`config.mk`:
```
export PLATFORM = sky130hd
export DESIGN_NAME = asc_serial_ctrl
export DESIGN_NICKNAME = d
export VERILOG_FILES = /design/src/rtl/asc_pkg.sv /design/src/rtl/asc_stream_if.sv /design/src/rtl/asc_pair_buf.sv /design/src/rtl/asc_serial_ctrl.sv
export SDC_FILE = /design/constraint.sdc
export NUM_CORES = 1
export LEC_CHECK = 0
export BUFFER_PORTS_ARGS = -buffer_cell sky130_fd_sc_hd__buf_2
export CAP_MARGIN = 30
export CORE_UTILIZATION = 50
export CTS_BUF_LIST = sky130_fd_sc_hd__clkbuf_8
export DETAILED_ROUTE_END_ITERATION = 7
export PLACE_DENSITY_LB_ADDON = 0.15
export SETUP_SLACK_MARGIN = 0.3
export SLEW_MARGIN = 10
export SYNTH_ARGS = -nofsm -noshare
export SYNTH_HDL_FRONTEND = slang
export SYNTH_SLANG_ARGS = --single-unit
```
`constraint.sdc`:
```
create_clock -name ref_clk -period 3 [get_ports ref_clk]
set_clock_uncertainty 0.1 [all_clocks]
set_input_delay 0.3 -clock ref_clk [delete_from_list [all_inputs] [get_ports ref_clk]]
set_output_delay 0.3 -clock ref_clk [all_outputs]
set_load 0.1 [all_outputs]
```
`src/rtl/asc_pkg.sv`:
```
// Purpose: shared constants and types of the converter serial control block
// Assumes: 200 MHz ref_clk, 12-bit conversion result
// Notes: command word is shifted in most significant bit first

package asc_pkg;

   // ----------------------------------------------------------------
   // command word layout
   // ----------------------------------------------------------------
   localparam int CMD_W = 8;
   localparam int RES_W = 12;
   localparam int OUT_W = 16;
   localparam logic [3:0] PD_ADDR = 4'hE;
   localparam logic [7:0] CMD_RESET = 8'h00;

   // ----------------------------------------------------------------
   // length field codes and bit counts
   // ----------------------------------------------------------------
   localparam logic [1:0] LEN_8 = 2'h1;
   localparam logic [1:0] LEN_16 = 2'h3;
   localparam logic [1:0] LEN_RESET = 2'h0;
   localparam logic [4:0] NBITS_8 = 5'h08;
   localparam logic [4:0] NBITS_12 = 5'h0C;
   localparam logic [4:0] NBITS_16 = 5'h10;

   // ----------------------------------------------------------------
   // shift-clock edge counts
   // ----------------------------------------------------------------
   localparam logic [4:0] CMD_RISES = 5'h08;
   localparam logic [4:0] LEN_LATCH_RISE = 5'h06;
   localparam logic [4:0] SAMPLE_FALL = 5'h04;

   // ----------------------------------------------------------------
   // conversion timing and reset values
   // ----------------------------------------------------------------
   localparam int CLK_PERIOD_NS = 5;
   localparam int CONV_STEP_NS = 40;
   localparam logic [5:0] STEP_CYC = 6'((CONV_STEP_NS + CLK_PERIOD_NS - 1) / CLK_PERIOD_NS);
   localparam logic [11:0] SAR_START = 12'h800;
   localparam logic [3:0] SAR_TOP = 4'hB;
   localparam logic EOC_RESET = 1'b1;
   localparam logic PD_RESET = 1'b1;

   typedef enum logic [1:0] {S_IO, S_CONV, S_LOAD} asc_state_e;

endpackage

```
`src/rtl/asc_stream_if.sv`:
```
// Purpose: valid/ready word path between conversion engine and result buffer
// Assumes: single clock domain
// Notes: src drives data, snk drives ready
`timescale 1ns/1ps
`default_nettype none

interface asc_stream_if;
   logic valid;
   logic ready;
   logic [asc_pkg::RES_W-1:0] data;
   modport src (output valid, output data, input ready);
   modport snk (input valid, input data, output ready);
endinterface

`default_nettype wire

```
`src/rtl/asc_pair_buf.sv`:
```
// Purpose: two-entry result buffer with valid/ready on both sides
// Assumes: same clock on both sides
// Notes: full and empty come from an occupancy count
`timescale 1ns/1ps
`default_nettype none

module asc_pair_buf (
   input wire logic clk,
   input wire logic rst,
   asc_stream_if.snk in_s,
   asc_stream_if.src out_s
);
   logic [asc_pkg::RES_W-1:0] mem_r [2];
   logic [asc_pkg::RES_W-1:0] mem_nxt [2];
   logic wr_r, wr_nxt, rd_r, rd_nxt;
   logic [1:0] cnt_r, cnt_nxt;
   logic push, pop;

   assign in_s.ready = (cnt_r != 2'h2);
   assign out_s.valid = (cnt_r != 2'h0);
   assign out_s.data = mem_r[rd_r];
   assign push = in_s.valid && in_s.ready;
   assign pop = out_s.valid && out_s.ready;

   always_comb begin
      mem_nxt = mem_r;
      wr_nxt = wr_r;
      rd_nxt = rd_r;
      cnt_nxt = cnt_r;
      if (push) begin
         mem_nxt[wr_r] = in_s.data;
         wr_nxt = !wr_r;
      end
      if (pop) begin
         rd_nxt = !rd_r;
      end
      if (push && !pop) begin
         cnt_nxt = cnt_r + 2'h1;
      end else if (pop && !push) begin
         cnt_nxt = cnt_r - 2'h1;
      end
   end

   always_ff @(posedge clk) begin
      if (rst) begin
         wr_r <= 1'b0;
         rd_r <= 1'b0;
         cnt_r <= 2'h0;
         mem_r[0] <= 12'h000;
         mem_r[1] <= 12'h000;
      end else begin
         wr_r <= wr_nxt;
         rd_r <= rd_nxt;
         cnt_r <= cnt_nxt;
         mem_r <= mem_nxt;
      end
   end
endmodule // asc_pair_buf

`default_nettype wire

```
`src/rtl/asc_serial_ctrl.sv`:
```
// Purpose: serial command capture, conversion sequencing and result formatting
// Assumes: cs_n, io_clk and data_in arrive asynchronously from the host
// Notes: io_clk is sampled by ref_clk; its edges are found after synchronisation
`timescale 1ns/1ps
`default_nettype none

module asc_serial_ctrl (
   input wire logic ref_clk,
   input wire logic rst,
   input wire logic cs_n,
   input wire logic io_clk,
   input wire logic data_in,
   input wire logic cmp_hi,
   output logic data_out,
   output logic data_out_oe,
   output logic eoc,
   output logic [3:0] channel_sel,
   output logic sample_en,
   output logic power_down,
   output logic [11:0] sar_trial
);
   // ----------------------------------------------------------------
   // input synchronisers
   // ----------------------------------------------------------------
   logic cs_s1, cs_s2, cs_d;
   logic ck_s1, ck_s2, ck_d;
   logic di_s1, di_s2;
   logic ck_rise, ck_fall, cs_fall;

   always_ff @(posedge ref_clk) begin
      if (rst) begin
         cs_s1 <= 1'b1;
         cs_s2 <= 1'b1;
         cs_d <= 1'b1;
         ck_s1 <= 1'b0;
         ck_s2 <= 1'b0;
         ck_d <= 1'b0;
         di_s1 <= 1'b0;
         di_s2 <= 1'b0;
      end else begin
         cs_s1 <= cs_n;
         cs_s2 <= cs_s1;
         cs_d <= cs_s2;
         ck_s1 <= io_clk;
         ck_s2 <= ck_s1;
         ck_d <= ck_s2;
         di_s1 <= data_in;
         di_s2 <= di_s1;
      end
   end

   assign ck_rise = ck_s2 && !ck_d;
   assign ck_fall = !ck_s2 && ck_d;
   assign cs_fall = !cs_s2 && cs_d;

   // ----------------------------------------------------------------
   // helpers
   // ----------------------------------------------------------------
   function automatic logic [4:0] len_bits(input logic [1:0] len);
      unique case (len)
         asc_pkg::LEN_8: return asc_pkg::NBITS_8;
         asc_pkg::LEN_16: return asc_pkg::NBITS_16;
         default: return asc_pkg::NBITS_12;
      endcase
   endfunction

   // result left justified; lsb order reverses only the bits actually sent
   function automatic logic [15:0] fmt_out(input logic [11:0] res, input logic [1:0] len,
                                           input logic reverse_order_flag);
      logic [15:0] w;
      logic [15:0] r;
      w = {res, 4'h0};
      for (int i = 0; i < asc_pkg::OUT_W; i++) begin
         r[i] = w[asc_pkg::OUT_W-1-i];
      end
      if (!reverse_order_flag) begin
         return w;
      end
      unique case (len)
         asc_pkg::LEN_8: return r << 8;
         asc_pkg::LEN_16: return r;
         default: return r << 4;
      endcase
   endfunction

   // ----------------------------------------------------------------
   // control state
   // ----------------------------------------------------------------
   asc_pkg::asc_state_e st_r, st_nxt;
   logic [7:0] cmd_sr_r, cmd_sr_nxt;
   logic [4:0] rise_cnt_r, rise_cnt_nxt, fall_cnt_r, fall_cnt_nxt;
   logic [1:0] len_r, len_nxt;
   logic order_r, order_nxt, coding_r, coding_nxt;
   logic [15:0] out_sr_r, out_sr_nxt, load_w;
   logic [11:0] res_r, res_nxt, code_r, code_nxt, code_w;
   logic [3:0] idx_r, idx_nxt, chan_r, chan_nxt;
   logic [5:0] step_r, step_nxt;
   logic push_v_r, push_v_nxt;
   logic [11:0] push_d_r, push_d_nxt;
   logic dout_r, dout_nxt, oe_r, eoc_r, eoc_nxt, pd_r, pd_nxt, smp_r, smp_nxt;
   logic cyc_end;

   asc_stream_if buf_i ();
   asc_stream_if buf_o ();

   asc_pair_buf u_buf (
      .clk(ref_clk),
      .rst(rst),
      .in_s(buf_i),
      .out_s(buf_o)
   );

   // no push in the cs fall cycle: a word landing then would be loaded as the next result
   assign buf_i.valid = push_v_r && !cs_fall;
   assign buf_i.data = push_d_r;
   // cs fall drains a result left over from an aborted sequence
   assign buf_o.ready = (st_r == asc_pkg::S_LOAD) || cs_fall;
   assign cyc_end = ck_fall && !cs_s2 && (st_r == asc_pkg::S_IO)
                    && (fall_cnt_r + 5'h01 == len_bits(len_r));
   assign load_w = fmt_out(buf_o.data, len_r, order_r);

   always_comb begin
      st_nxt = st_r;
      cmd_sr_nxt = cmd_sr_r;
      rise_cnt_nxt = rise_cnt_r;
      fall_cnt_nxt = fall_cnt_r;
      len_nxt = len_r;
      order_nxt = order_r;
      coding_nxt = coding_r;
      out_sr_nxt = out_sr_r;
      res_nxt = res_r;
      code_nxt = code_r;
      idx_nxt = idx_r;
      chan_nxt = chan_r;
      step_nxt = step_r;
      push_v_nxt = push_v_r;
      push_d_nxt = push_d_r;
      dout_nxt = dout_r;
      eoc_nxt = eoc_r;
      pd_nxt = pd_r;
      smp_nxt = smp_r;
      code_w = code_r;
      if (cs_fall) begin
         // interface reset; any running conversion is abandoned
         st_nxt = asc_pkg::S_IO;
         cmd_sr_nxt = asc_pkg::CMD_RESET;
         rise_cnt_nxt = 5'h00;
         fall_cnt_nxt = 5'h00;
         eoc_nxt = 1'b1;
         smp_nxt = 1'b0;
         push_v_nxt = 1'b0;
         out_sr_nxt = fmt_out(res_r, len_r, order_r);
         dout_nxt = out_sr_nxt[15];
      end else begin
         unique case (st_r)
            asc_pkg::S_IO: begin
               if (!cs_s2 && ck_rise && rise_cnt_r < asc_pkg::CMD_RISES) begin
                  cmd_sr_nxt = {cmd_sr_r[6:0], di_s2};
                  rise_cnt_nxt = rise_cnt_r + 5'h01;
                  if (rise_cnt_r == asc_pkg::LEN_LATCH_RISE - 5'h01) begin
                     len_nxt = {cmd_sr_r[0], di_s2};
                  end
               end
               if (!cs_s2 && ck_fall) begin
                  fall_cnt_nxt = fall_cnt_r + 5'h01;
                  out_sr_nxt = out_sr_r << 1;
                  dout_nxt = out_sr_r[14];
                  if (fall_cnt_nxt == asc_pkg::SAMPLE_FALL) begin
                     pd_nxt = (cmd_sr_r[3:0] == asc_pkg::PD_ADDR);
                     smp_nxt = !pd_nxt;
                  end
                  if (cyc_end) begin
                     chan_nxt = cmd_sr_r[7:4];
                     order_nxt = cmd_sr_r[1];
                     coding_nxt = cmd_sr_r[0];
                     smp_nxt = 1'b0;
                     rise_cnt_nxt = 5'h00;
                     fall_cnt_nxt = 5'h00;
                     if (pd_nxt) begin
                        // powered down: no conversion, old result offered again
                        out_sr_nxt = fmt_out(res_r, len_r, cmd_sr_r[1]);
                        dout_nxt = out_sr_nxt[15];
                     end else begin
                        st_nxt = asc_pkg::S_CONV;
                        eoc_nxt = 1'b0;
                        dout_nxt = 1'b0;
                        code_nxt = asc_pkg::SAR_START;
                        idx_nxt = asc_pkg::SAR_TOP;
                        step_nxt = 6'h00;
                     end
                  end
               end
            end
            asc_pkg::S_CONV: begin
               if (step_r == asc_pkg::STEP_CYC - 6'h01) begin
                  step_nxt = 6'h00;
                  code_w[idx_r] = cmp_hi;
                  code_nxt = code_w;
                  if (idx_r == 4'h0) begin
                     push_v_nxt = 1'b1;
                     push_d_nxt = code_w ^ {coding_r, 11'h000};
                     st_nxt = asc_pkg::S_LOAD;
                  end else begin
                     code_nxt[idx_r - 4'h1] = 1'b1;
                     idx_nxt = idx_r - 4'h1;
                  end
               end else begin
                  step_nxt = step_r + 6'h01;
               end
            end
            asc_pkg::S_LOAD: begin
               if (push_v_r && buf_i.ready) begin
                  push_v_nxt = 1'b0;
               end
               if (buf_o.valid) begin
                  res_nxt = buf_o.data;
                  out_sr_nxt = load_w;
                  dout_nxt = load_w[15];
                  eoc_nxt = 1'b1;
                  cmd_sr_nxt = asc_pkg::CMD_RESET;
                  st_nxt = asc_pkg::S_IO;
               end
            end
         endcase
      end
   end

   always_ff @(posedge ref_clk) begin
      if (rst) begin
         st_r <= asc_pkg::S_IO;
         cmd_sr_r <= asc_pkg::CMD_RESET;
         rise_cnt_r <= 5'h00;
         fall_cnt_r <= 5'h00;
         len_r <= asc_pkg::LEN_RESET;
         order_r <= 1'b0;
         coding_r <= 1'b0;
         out_sr_r <= 16'h0000;
         res_r <= 12'h000;
         code_r <= 12'h000;
         idx_r <= 4'h0;
         chan_r <= 4'h0;
         step_r <= 6'h00;
         push_v_r <= 1'b0;
         push_d_r <= 12'h000;
         dout_r <= 1'b0;
         oe_r <= 1'b0;
         eoc_r <= asc_pkg::EOC_RESET;
         pd_r <= asc_pkg::PD_RESET;
         smp_r <= 1'b0;
      end else begin
         st_r <= st_nxt;
         cmd_sr_r <= cmd_sr_nxt;
         rise_cnt_r <= rise_cnt_nxt;
         fall_cnt_r <= fall_cnt_nxt;
         len_r <= len_nxt;
         order_r <= order_nxt;
         coding_r <= coding_nxt;
         out_sr_r <= out_sr_nxt;
         res_r <= res_nxt;
         code_r <= code_nxt;
         idx_r <= idx_nxt;
         chan_r <= chan_nxt;
         step_r <= step_nxt;
         push_v_r <= push_v_nxt;
         push_d_r <= push_d_nxt;
         dout_r <= dout_nxt;
         oe_r <= !cs_s2;
         eoc_r <= eoc_nxt;
         pd_r <= pd_nxt;
         smp_r <= smp_nxt;
      end
   end

   assign data_out = dout_r;
   assign data_out_oe = oe_r;
   assign eoc = eoc_r;
   assign channel_sel = chan_r;
   assign sample_en = smp_r;
   assign power_down = pd_r;
   assign sar_trial = code_r;
endmodule // asc_serial_ctrl

`default_nettype wire

```
==> metrics, run 1 <==
outcome=finished, final reports clean; WL final=18.28 mm; CP Data Required Time=roughly 3.2 ns; DR vias/cell=5.961; Buffers on Ports=26; hold_sp=cmp_hi; Max Buffers Root-to-Sink=2; P&R area growth vs syn=10.86%; R2R Path End=idx_r[3]; Clk pin slew, worst setup/hold paths=around 0.08 ns; ys async rst share=0%; RSZ-0062 raised after global routing=no; synthesized cell area=0.006945 mm²; Final #Nets=891; Post-synth EDFFs=0; Worst Setup Start Kind=register; Placed Area=0.007252 mm²; pins over their slew limit=0; DR WL/cell=17.24 µm; WHS Endpoint=buf_i.data[0]; DRC=0; critical path endpoint category=register; ranking of synthesized cells by area=dfxtp_1, mux2i_1, nor2_1; #FFs+latches synth=131; die height=approximately 120 µm; RD Place Congestion=around 0.94; CP Max Fanout=19; Final Hold Viols=0; setup TNS=0 ns; via count=about 6,300; Clock Sink Count=131; sequential fraction of the synthesis area=37.76%; gr usage total=a little over a quarter; Yosys warning total=0; maximum clock frequency=0.3804 GHz; Final Critical Period=2.629 ns; Hold Crit Class=in -> reg; most area-hungry cell type in the Yosys netlist=dfxtp_1; CTS root buf=clkbuf_8; Leakage=2.743 nW; overall power=roughly 3.3 mW; final setup vio count=0; DPL Wire Length=~13 mm; vias in the first global route=roughly 6,100; fraction of layout cells with a size suffix above 1=13.01%; Max VDD drop=0.3946 mV; Worst R2R Setup Slack=0.37 ns; cell count of the worst reg-to-reg path=9; Post-synth top flop=dfxtp_1; Least-Margin Pin Slew=around 0.77 ns; Pre-Repair DR Iteration Count=5; Core ar.=0.01340 mm²; site row count=42; P per Cell Area=between 400 and 500 mW/mm²; largest net degree at the start of global routing=~70; post-route cell area=roughly 0.0077 mm²; Synth Net Count=approximately 900; fin cells=1,060; Detail Route Antenna Nets=0; Die ar.=0.01437 mm²; grt total ovfl=0; Worst Setup Path Type=reg -> reg; TritonCTS clock tree=built; TritonCTS buffer count=17; Chip Width=119.9 µm; CP Data Arrival Time=2.87 ns; final hold slack=0.1936 ns; Mapped Avg Cell Area=about 8.1 µm²; Slew headroom=48.82%; Synth top area share=37.76%; initial drt markers=505; max-cap violation count=0; critical path startpoint=fall_cnt_r[0]; placed cells=1,025; fin crit share=around 90%; WHS Path Cells=3; io pins=27; Initial Util=51.83%; library cells used by synthesis=just over 70; H-Tree Depth=4; r2r startpoint=fall_cnt_r[0]; global-route wire length before repair=30.42 mm; Worst-Skew Late Latency=0.44 ns; Ant. Diodes=0; synthesized netlist cell count=860; initial antenna violation count=0
cell usage in the layout, fill, tap and decap left out, drive strengths merged, types with 6 or more instances in the layout:
| cell type | instances |
|---|---|
| a211oi | 22 |
| a21oi | 72 |
| a311oi | 6 |
| a31oi | 26 |
| and3 | 8 |
| buf | 56 |
| clkbuf | 19 |
| clkinv | 8 |
| dfxtp | 131 |
| ha | 13 |
| inv | 17 |
| mux2i | 61 |
| nand2 | 101 |
| nand3 | 37 |
| nor2 | 103 |
| nor2b | 18 |
| nor3 | 13 |
| nor3b | 11 |
| nor4 | 7 |
| o21ai | 47 |
| o221ai | 11 |
| o22ai | 8 |
| xnor2 | 6 |
| xor2 | 9 |
report_power, final:
part	leakage, nW	internal [mW]	switching [mW]	total, mW
registers	1.06	1.75	0.0101	1.77
logic	1.48	0.0313	0.0774	0.109
clock network	0.202	0.764	0.671	1.44
layer usage:
metal	share of wire [%]	GRT usage, %	up-vias	wire length (µm)
li1	-	-	3113	-
met5	0	0	-	0
met1	46	34.60	3004	8355
met3	5.2	5.846	28	943
met4	2.0	11.64	0	367
met2	47	42.92	174	8609
critical path, stage by stage, from the launching register on:
cell	delay [ns]
dfxtp_2	0.36
ha_2	0.23
nor2b_1	0.15
a32oi_1	0.12
nor3b_2	0.25
mux2_4	0.41
a211oi_4	0.27
buf_4	0.27
nand2_1	0.09
a32o_1	0.27
cells in the mapped netlist (3+ instances only):
library cell and instances:
o21ai_1 4, nor2_1 103, a311oi_1 6, nor3_1 13
nand4_1 4, buf_4 3, mux4_2 4, o21ai_0 42
or2_2 3, o211ai_1 3, nand3_1 37, nand2_1 100
a21oi_1 72, ha_1 13, xnor2_1 6, and3_1 8
o22ai_1 8, a31oi_1 26, or3_1 4, o22a_1 3
a211oi_1 21, mux2i_1 61, inv_1 16, buf_2 6
o221ai_1 11, nor4_1 5, nor3b_1 10, buf_1 4
nand2b_1 4, clkbuf_1 53, nor2b_1 18, dfxtp_1 131
xor2_1 9
worst max path at each step:
stage | endpoint | cells after the start | slack (ns)
2_1_floorplan | sar_trial[1] | 10 | 0.53
3_3_place_gp | idx_r[3] | 9 | 0.37
3_5_place_dp | idx_r[3] | 9 | 0.26
4_1_cts | step_r[5] | 8 | 0.31
5_1_grt | idx_r[3] | 9 | 0.31
6_report | idx_r[3] | 9 | 0.37
layout make-up:
type / instances / area, µm²
sequential: 131 / 2625
timing repair buffer: 59 / 385.4
inverter: 16 / 60.06
multi-input combinational: 647 / 4033
fill: 1225 / 5700
tap: 176 / 220.2
clock inverter: 12 / 115.1
clock buffer: 19 / 261.5
per-stage QoR:
stage	utilization [%]	setup WS, ns
after floorplan	-	0.5333
after global placement	54.12	0.3698
after detailed placement	54.12	0.2565
after CTS	57.24	0.3097
after global routing	57.46	0.3086
final	57.46	0.3709
registers in the layout, indices dropped and copies added, names as in the netlist, 4 cells and up:
name and cells:
buf_i.data 12, channel_sel 4, cmd_sr_r 8, fall_cnt_r 5
idx_r 4, out_sr_r 15, res_r 12, rise_cnt_r 5
sar_trial 12, step_r 6, u_buf.mem_r 24
logic make-up (layout without fill, tap and decap cells):
family,after synthesis,after routing,share of synthesized area (%)
xor gates and xnor gates,16,16,2.234
DFF,131,131,37.76
and+or+nand+nor,325,325,21.76
buffers and inverters,82,106,4.702
muxes,67,67,10.47
adders and majority gates,13,13,2.342
AOI/OAI and AO/OA,226,226,20.74
timing repair:
action,in CTS,in global routing
hold buffers,3,0
gates resized for setup,2,8
pin swaps,1,3
endpoints found under the hold margin,3,0
endpoints found under the setup margin,5,38
setup buffers,1,0
No activity file was read; power rests on OpenSTA's default activity.
==> inputs of run 2 (changes only) <==
Settings changed: CORE_UTILIZATION 50 to 24.
==> run 2 against run 1 <==
Effect of this change: final area grew 4.2%; largest cell class unchanged; worst setup slack better by 0.054 ns; global-route usage down 12 points; combinational power up 6%; core utilization down 29 points; sequential share of layout area is 1.4 points lower; maximum frequency up 2.1%; critical path type unchanged; first-iteration DRC count is 25% lower.
==> metrics, run 2 (synthesis gave the netlist of run 1 again) <==
outcome=finished, final reports clean; Max VDD drop=0.2069 mV; RD Place Congestion=0.8258; met2 Usage GRT=23.12%; site row count=61; RSZ-0062 raised after global routing=no; Slew headroom=51.74%; Clock Sink Count=between 100 and 150; P per Cell Area=409.3 mW/mm²; WHS Endpoint=channel_sel[0]; maximum clock frequency=between 0.3 and 0.4 GHz; met1 Use GR=a little over a fifth; setup TNS=0 ns; Detail Route Antenna Nets=0; via count=6,240; P&R area growth vs syn=15.55%; global-route wire length before repair=34.01 mm; hold_sp=rst; TritonCTS buffer count=17; final setup vio count=0; Clk pin slew, worst setup/hold paths=0.09 ns; H-Tree Depth=4; TritonCTS clock tree=built; max reg flops=24; Max Buffers Root-to-Sink=2; fraction of layout cells with a size suffix above 1=13.89%; CP Data Required Time=3.30 ns; max-cap violation count=0; Worst Setup Start Kind=register; Worst R2R Setup Slack=around 0.42 ns; R2R Path End=out_sr_r[5]; area of the multi-input gates=between 0.004 and 0.005 mm²; pins over their slew limit=0; DR WL/cell=16.77 µm; CP Data Arrival Time=2.87 ns; gr usage total=14.90%; Chip Width=172.1 µm; largest net degree at the start of global routing=46; Pre-Repair DR Iteration Count=7; Seq. cell area=0.002626 mm²; met3 Use GR=2.106%; CTS root buf=clkbuf_8; DR vias/cell=4.910; CP Max Fanout=10; Final #Nets=899; Largest Register=u_buf.mem_r; io pins=27; Die ar.=0.02962 mm²; grt total ovfl=0; Final Hold Viols=0; Hold Crit Class=in -> reg; cell count of the worst reg-to-reg path=8; vias in the first global route=5,944; Least-Margin Pin Slew=slightly above 0.7 ns; DRC=0; top flop regs=u_buf.mem_r: 24 flops, out_sr_r: 15 flops; Buffers on Ports=26; Worst Setup Path Type=reg -> reg; initial antenna violation count=0; Core ar.=0.02809 mm²; Worst-Skew Late Latency=0.46 ns; critical path startpoint=fall_cnt_r[0]; fill cell count=~3,100; commonest non-fill, non-tap cells in the layout=dfxtp_1, nor2_1, nand2_1; Initial Util=between 20% and 30%; WHS Path Cells=2; Final Critical Period=2.575 ns; r2r startpoint=fall_cnt_r[0]; WL final=21.31 mm; fin crit share=85.85%; Ant. Diodes=0; DPL Wire Length=between 10 and 15 mm; Leakage=2.756 nW; die height=172.1 µm; commonest non-fill, non-tap cell in the layout=dfxtp_1; critical path endpoint category=register; overall power=between 3 and 4 mW; GRT busiest layer=met2; initial drt markers=377
[run 2: critical path: stages (launching register included)]
cell and delay [ns]:
dfxtp_2 0.40, ha_2 0.26, nand3_1 0.17, xor2_1 0.33, nand3_1 0.23, a21boi_4 0.28
nand2_2 0.20, a2111oi_0 0.36, o31a_1 0.19
[run 2: cell type report]
cell class                      instances  area share, %
Clock buffer                           18          3.087
Clock inverter                         14          1.325
Inverter                               16         0.7484
Multi-Input combinational cell        647          50.59
Sequential cell                       131          32.73
Tap cell                              378          5.893
Timing Repair Buffer                   67          5.628
[run 2: how the worst max path moves through the flow]
stage | to | slack [ns] | cells past startpoint
6_report | out_sr_r[5] | 0.42 | 8
5_1_grt | sar_trial[0] | 0.30 | 10
4_1_cts | sar_trial[0] | 0.33 | 10
3_5_place_dp | step_r[5] | 0.15 | 8
3_3_place_gp | step_r[5] | 0.22 | 8
2_1_floorplan | sar_trial[1] | 0.53 | 10
[run 2: stage by stage]
stage	hold WS, ns	setup slack [ns]	util (%)	cell area, µm²	cells
2_1_floorplan	0.2895	0.5333	-	6945	860
3_3_place_gp	0.2916	0.2229	26.89	7552	1233
3_5_place_dp	0.2989	0.1505	26.89	7552	1233
4_1_cts	0.1198	0.3287	28.34	7959	1270
5_1_grt	0.1344	0.2970	28.57	8025	1271
6_report	0.1376	0.4245	28.57	8025	1271
[run 2: timing repair]
action                                  in CTS  in global routing
endpoints found under the setup margin      23                 38
hold buffers                                 3                  0
pin swaps                                    4                  1
hold endpoints to repair                     3                  0
resized for setup                            3                 12
setup buffers                                2                  1
[run 2: where the power goes]
group          internal, mW  total, mW  switching (mW)
sequential             1.75       1.76         0.00995
clock                 0.600       1.41           0.807
combinational        0.0328      0.115          0.0817
total                  2.39       3.29           0.899
[run 2: metal layers]
metal | vias up | part of all wire [%]
met1 | 2971 | 50
met4 | 0 | 1.6
met2 | 104 | 45
met5 | - | 0
li1 | 3144 | -
met3 | 21 | 2.8
==> inputs of run 3 (changes only) <==
Settings changed: CORE_UTILIZATION 24 to 55, PLACE_DENSITY from default to 0.71, PLACE_DENSITY_LB_ADDON 0.15 to default.
==> run 3 against run 2 <==
Effect of this change: sequential power hardly changed; clock-buffer cell count is 2 higher; global-route usage is 15 points higher; sequential share of layout area is 0.91 points higher; first-iteration DRC count is 59% higher; worst hold slack better by 0.040 ns; core utilization is 36 points higher; largest cell class unchanged.
==> metrics, run 3 (synthesis gave the netlist of run 1 again) <==
outcome=finished, final reports clean; commonest non-fill, non-tap cell in the layout=dfxtp_1; Clock Sink Count=131; TritonCTS clock tree=built; Final #Nets=891; P per Cell Area=456.3 mW/mm²; Chip Width=114.4 µm; top flop regs=u_buf.mem_r: 24 flops, out_sr_r: 15 flops; Leakage=approximately 2.8 nW; WL final=18.15 mm; vias in the first global route=5,976; initial antenna violation count=0; pins over their slew limit=0; Detail Route Antenna Nets=0; DR WL/cell=17.24 µm; maximum clock frequency=0.3825 GHz; site row count=40; max reg flops=24; setup TNS=0 ns; number of buffers and inverters on the critical path=1; top cell family by delay on the critical path=compound AO/OA/AOI/OAI gates; fin crit share=87.15%; RD Place Congestion=just under 1; critical path endpoint category=register; Pre-Repair DR Iteration Count=5; Cell Chain, Critical Path=ha_4, nor2b_1, a32oi_1, nor3b_2, mux2_4, a211oi_4, buf_6, nand2_1, a32o_1; Hold Crit Class=in -> reg; Ant. Diodes=0; commonest non-fill, non-tap cells in the layout=dfxtp_1, nor2_1, nand2_1; initial drt markers=598; CP max-delay cell=mux2_4; CP Data Arrival Time=2.87 ns; max-cap violation count=0; global-route wire length before repair=30.05 mm; Least-Margin Pin Slew=0.9631 ns; die height=114.4 µm; Initial Util=57.11%; H-Tree Depth=4; Largest Register=u_buf.mem_r; CP Data Required Time=3.25 ns; Clk pin slew, worst setup/hold paths=0.08 ns; fraction of layout cells with a size suffix above 1=13.22%; DR vias/cell=just over 6; CP Max Fanout=13; critical path's largest stage delay=0.42 ns; Max Buffers Root-to-Sink=2; Die ar.=between 0.01 and 0.015 mm²; final hold slack=0.1778 ns; Slew headroom=35.79%; final setup vio count=0; Worst Setup Start Kind=register; CTS root buf=clkbuf_8; largest net degree at the start of global routing=91; DPL Wire Length=12.47 mm; Worst Setup Path Type=reg -> reg; via count=between 6,000 and 7,000; Final Critical Period=2.615 ns; RSZ-0062 raised after global routing=no; Worst-Skew Late Latency=0.46 ns; DRC=0; TritonCTS buffer count=17; P&R area growth vs syn=12.54%; Buffers on Ports=26; grt total ovfl=0; gr usage total=approximately 30%; Max VDD drop=0.3075 mV; Core ar.=roughly 0.012 mm²; overall power=3.566 mW; Final Hold Viols=0; io pins=27
run 3: cell count changes in the layout (fill, tap and decap cells not counted), moves of 2 or more:
cell,change
bufinv_16,+4
inv_6,-3
buf_4,-10
clkinv_4,-2
clkbuf_8,+2
run 3: layout make-up:
type                            count  area, µm²
Clock inverter                     12      178.9
Fill cell                        1061       4345
Clock buffer                       20      275.3
Tap cell                          168      210.2
Inverter                           16      60.06
Timing Repair Buffer               59      401.6
Sequential cell                   131       2629
Multi-Input combinational cell    647       4061
run 3: final timing paths:
check	from	end	slack [ns]	cells after the start
min reg2reg	cs_s1	cs_s2	0.32	1
max reg2reg	fall_cnt_r[0]	idx_r[3]	0.39	9
min	cmp_hi	buf_i.data[0]	0.18	3
max	fall_cnt_r[0]	idx_r[3]	0.39	9
run 3: routing by layer:
layer,up-vias,wire length [µm],track usage [%]
li1,3121,-,-
met2,222,8555,46.71
met4,0,419,13.94
met1,3000,7997,38.82
met5,-,0,0
met3,36,1178,6.617
run 3: repair_timing:
item,in CTS,in global routing
cloned,0,0
setup endpoints to repair,9,38
buffers inserted,0,3
endpoints found under the hold margin,3,0
hold buffers,3,0
gates resized for setup,4,13
pin swaps,1,4
run 3: power breakdown:
| group | leakage [nW] | internal, mW | total, mW | switching, mW |
|---|---|---|---|---|
| registers | 1.06 | 1.75 | 1.76 | 0.00990 |
| logic | 1.48 | 0.0306 | 0.107 | 0.0762 |
| clock network | 0.221 | 0.971 | 1.70 | 0.725 |
| total | 2.76 | 2.76 | 3.57 | 0.811 |
run 3: tightest hold or removal path, delay by kind of cell:
| family | cells | cell delay (ns) |
|---|---|---|
| simple gates | 1 | 0.05 |
| mux | 1 | 0.16 |
| buf+inv | 1 | 0.18 |
run 3: metrics by stage:
step / cell area, µm² / setup WS, ns / utilization (%) / cells
floorplan: 6945 / 0.5333 / - / 860
global placement: 7227 / 0.3594 / 59.42 / 1015
detailed placement: 7227 / 0.1500 / 59.42 / 1015
CTS: 7719 / 0.3332 / 63.47 / 1050
global route: 7816 / 0.2710 / 64.27 / 1053
finish: 7816 / 0.3854 / 64.27 / 1053
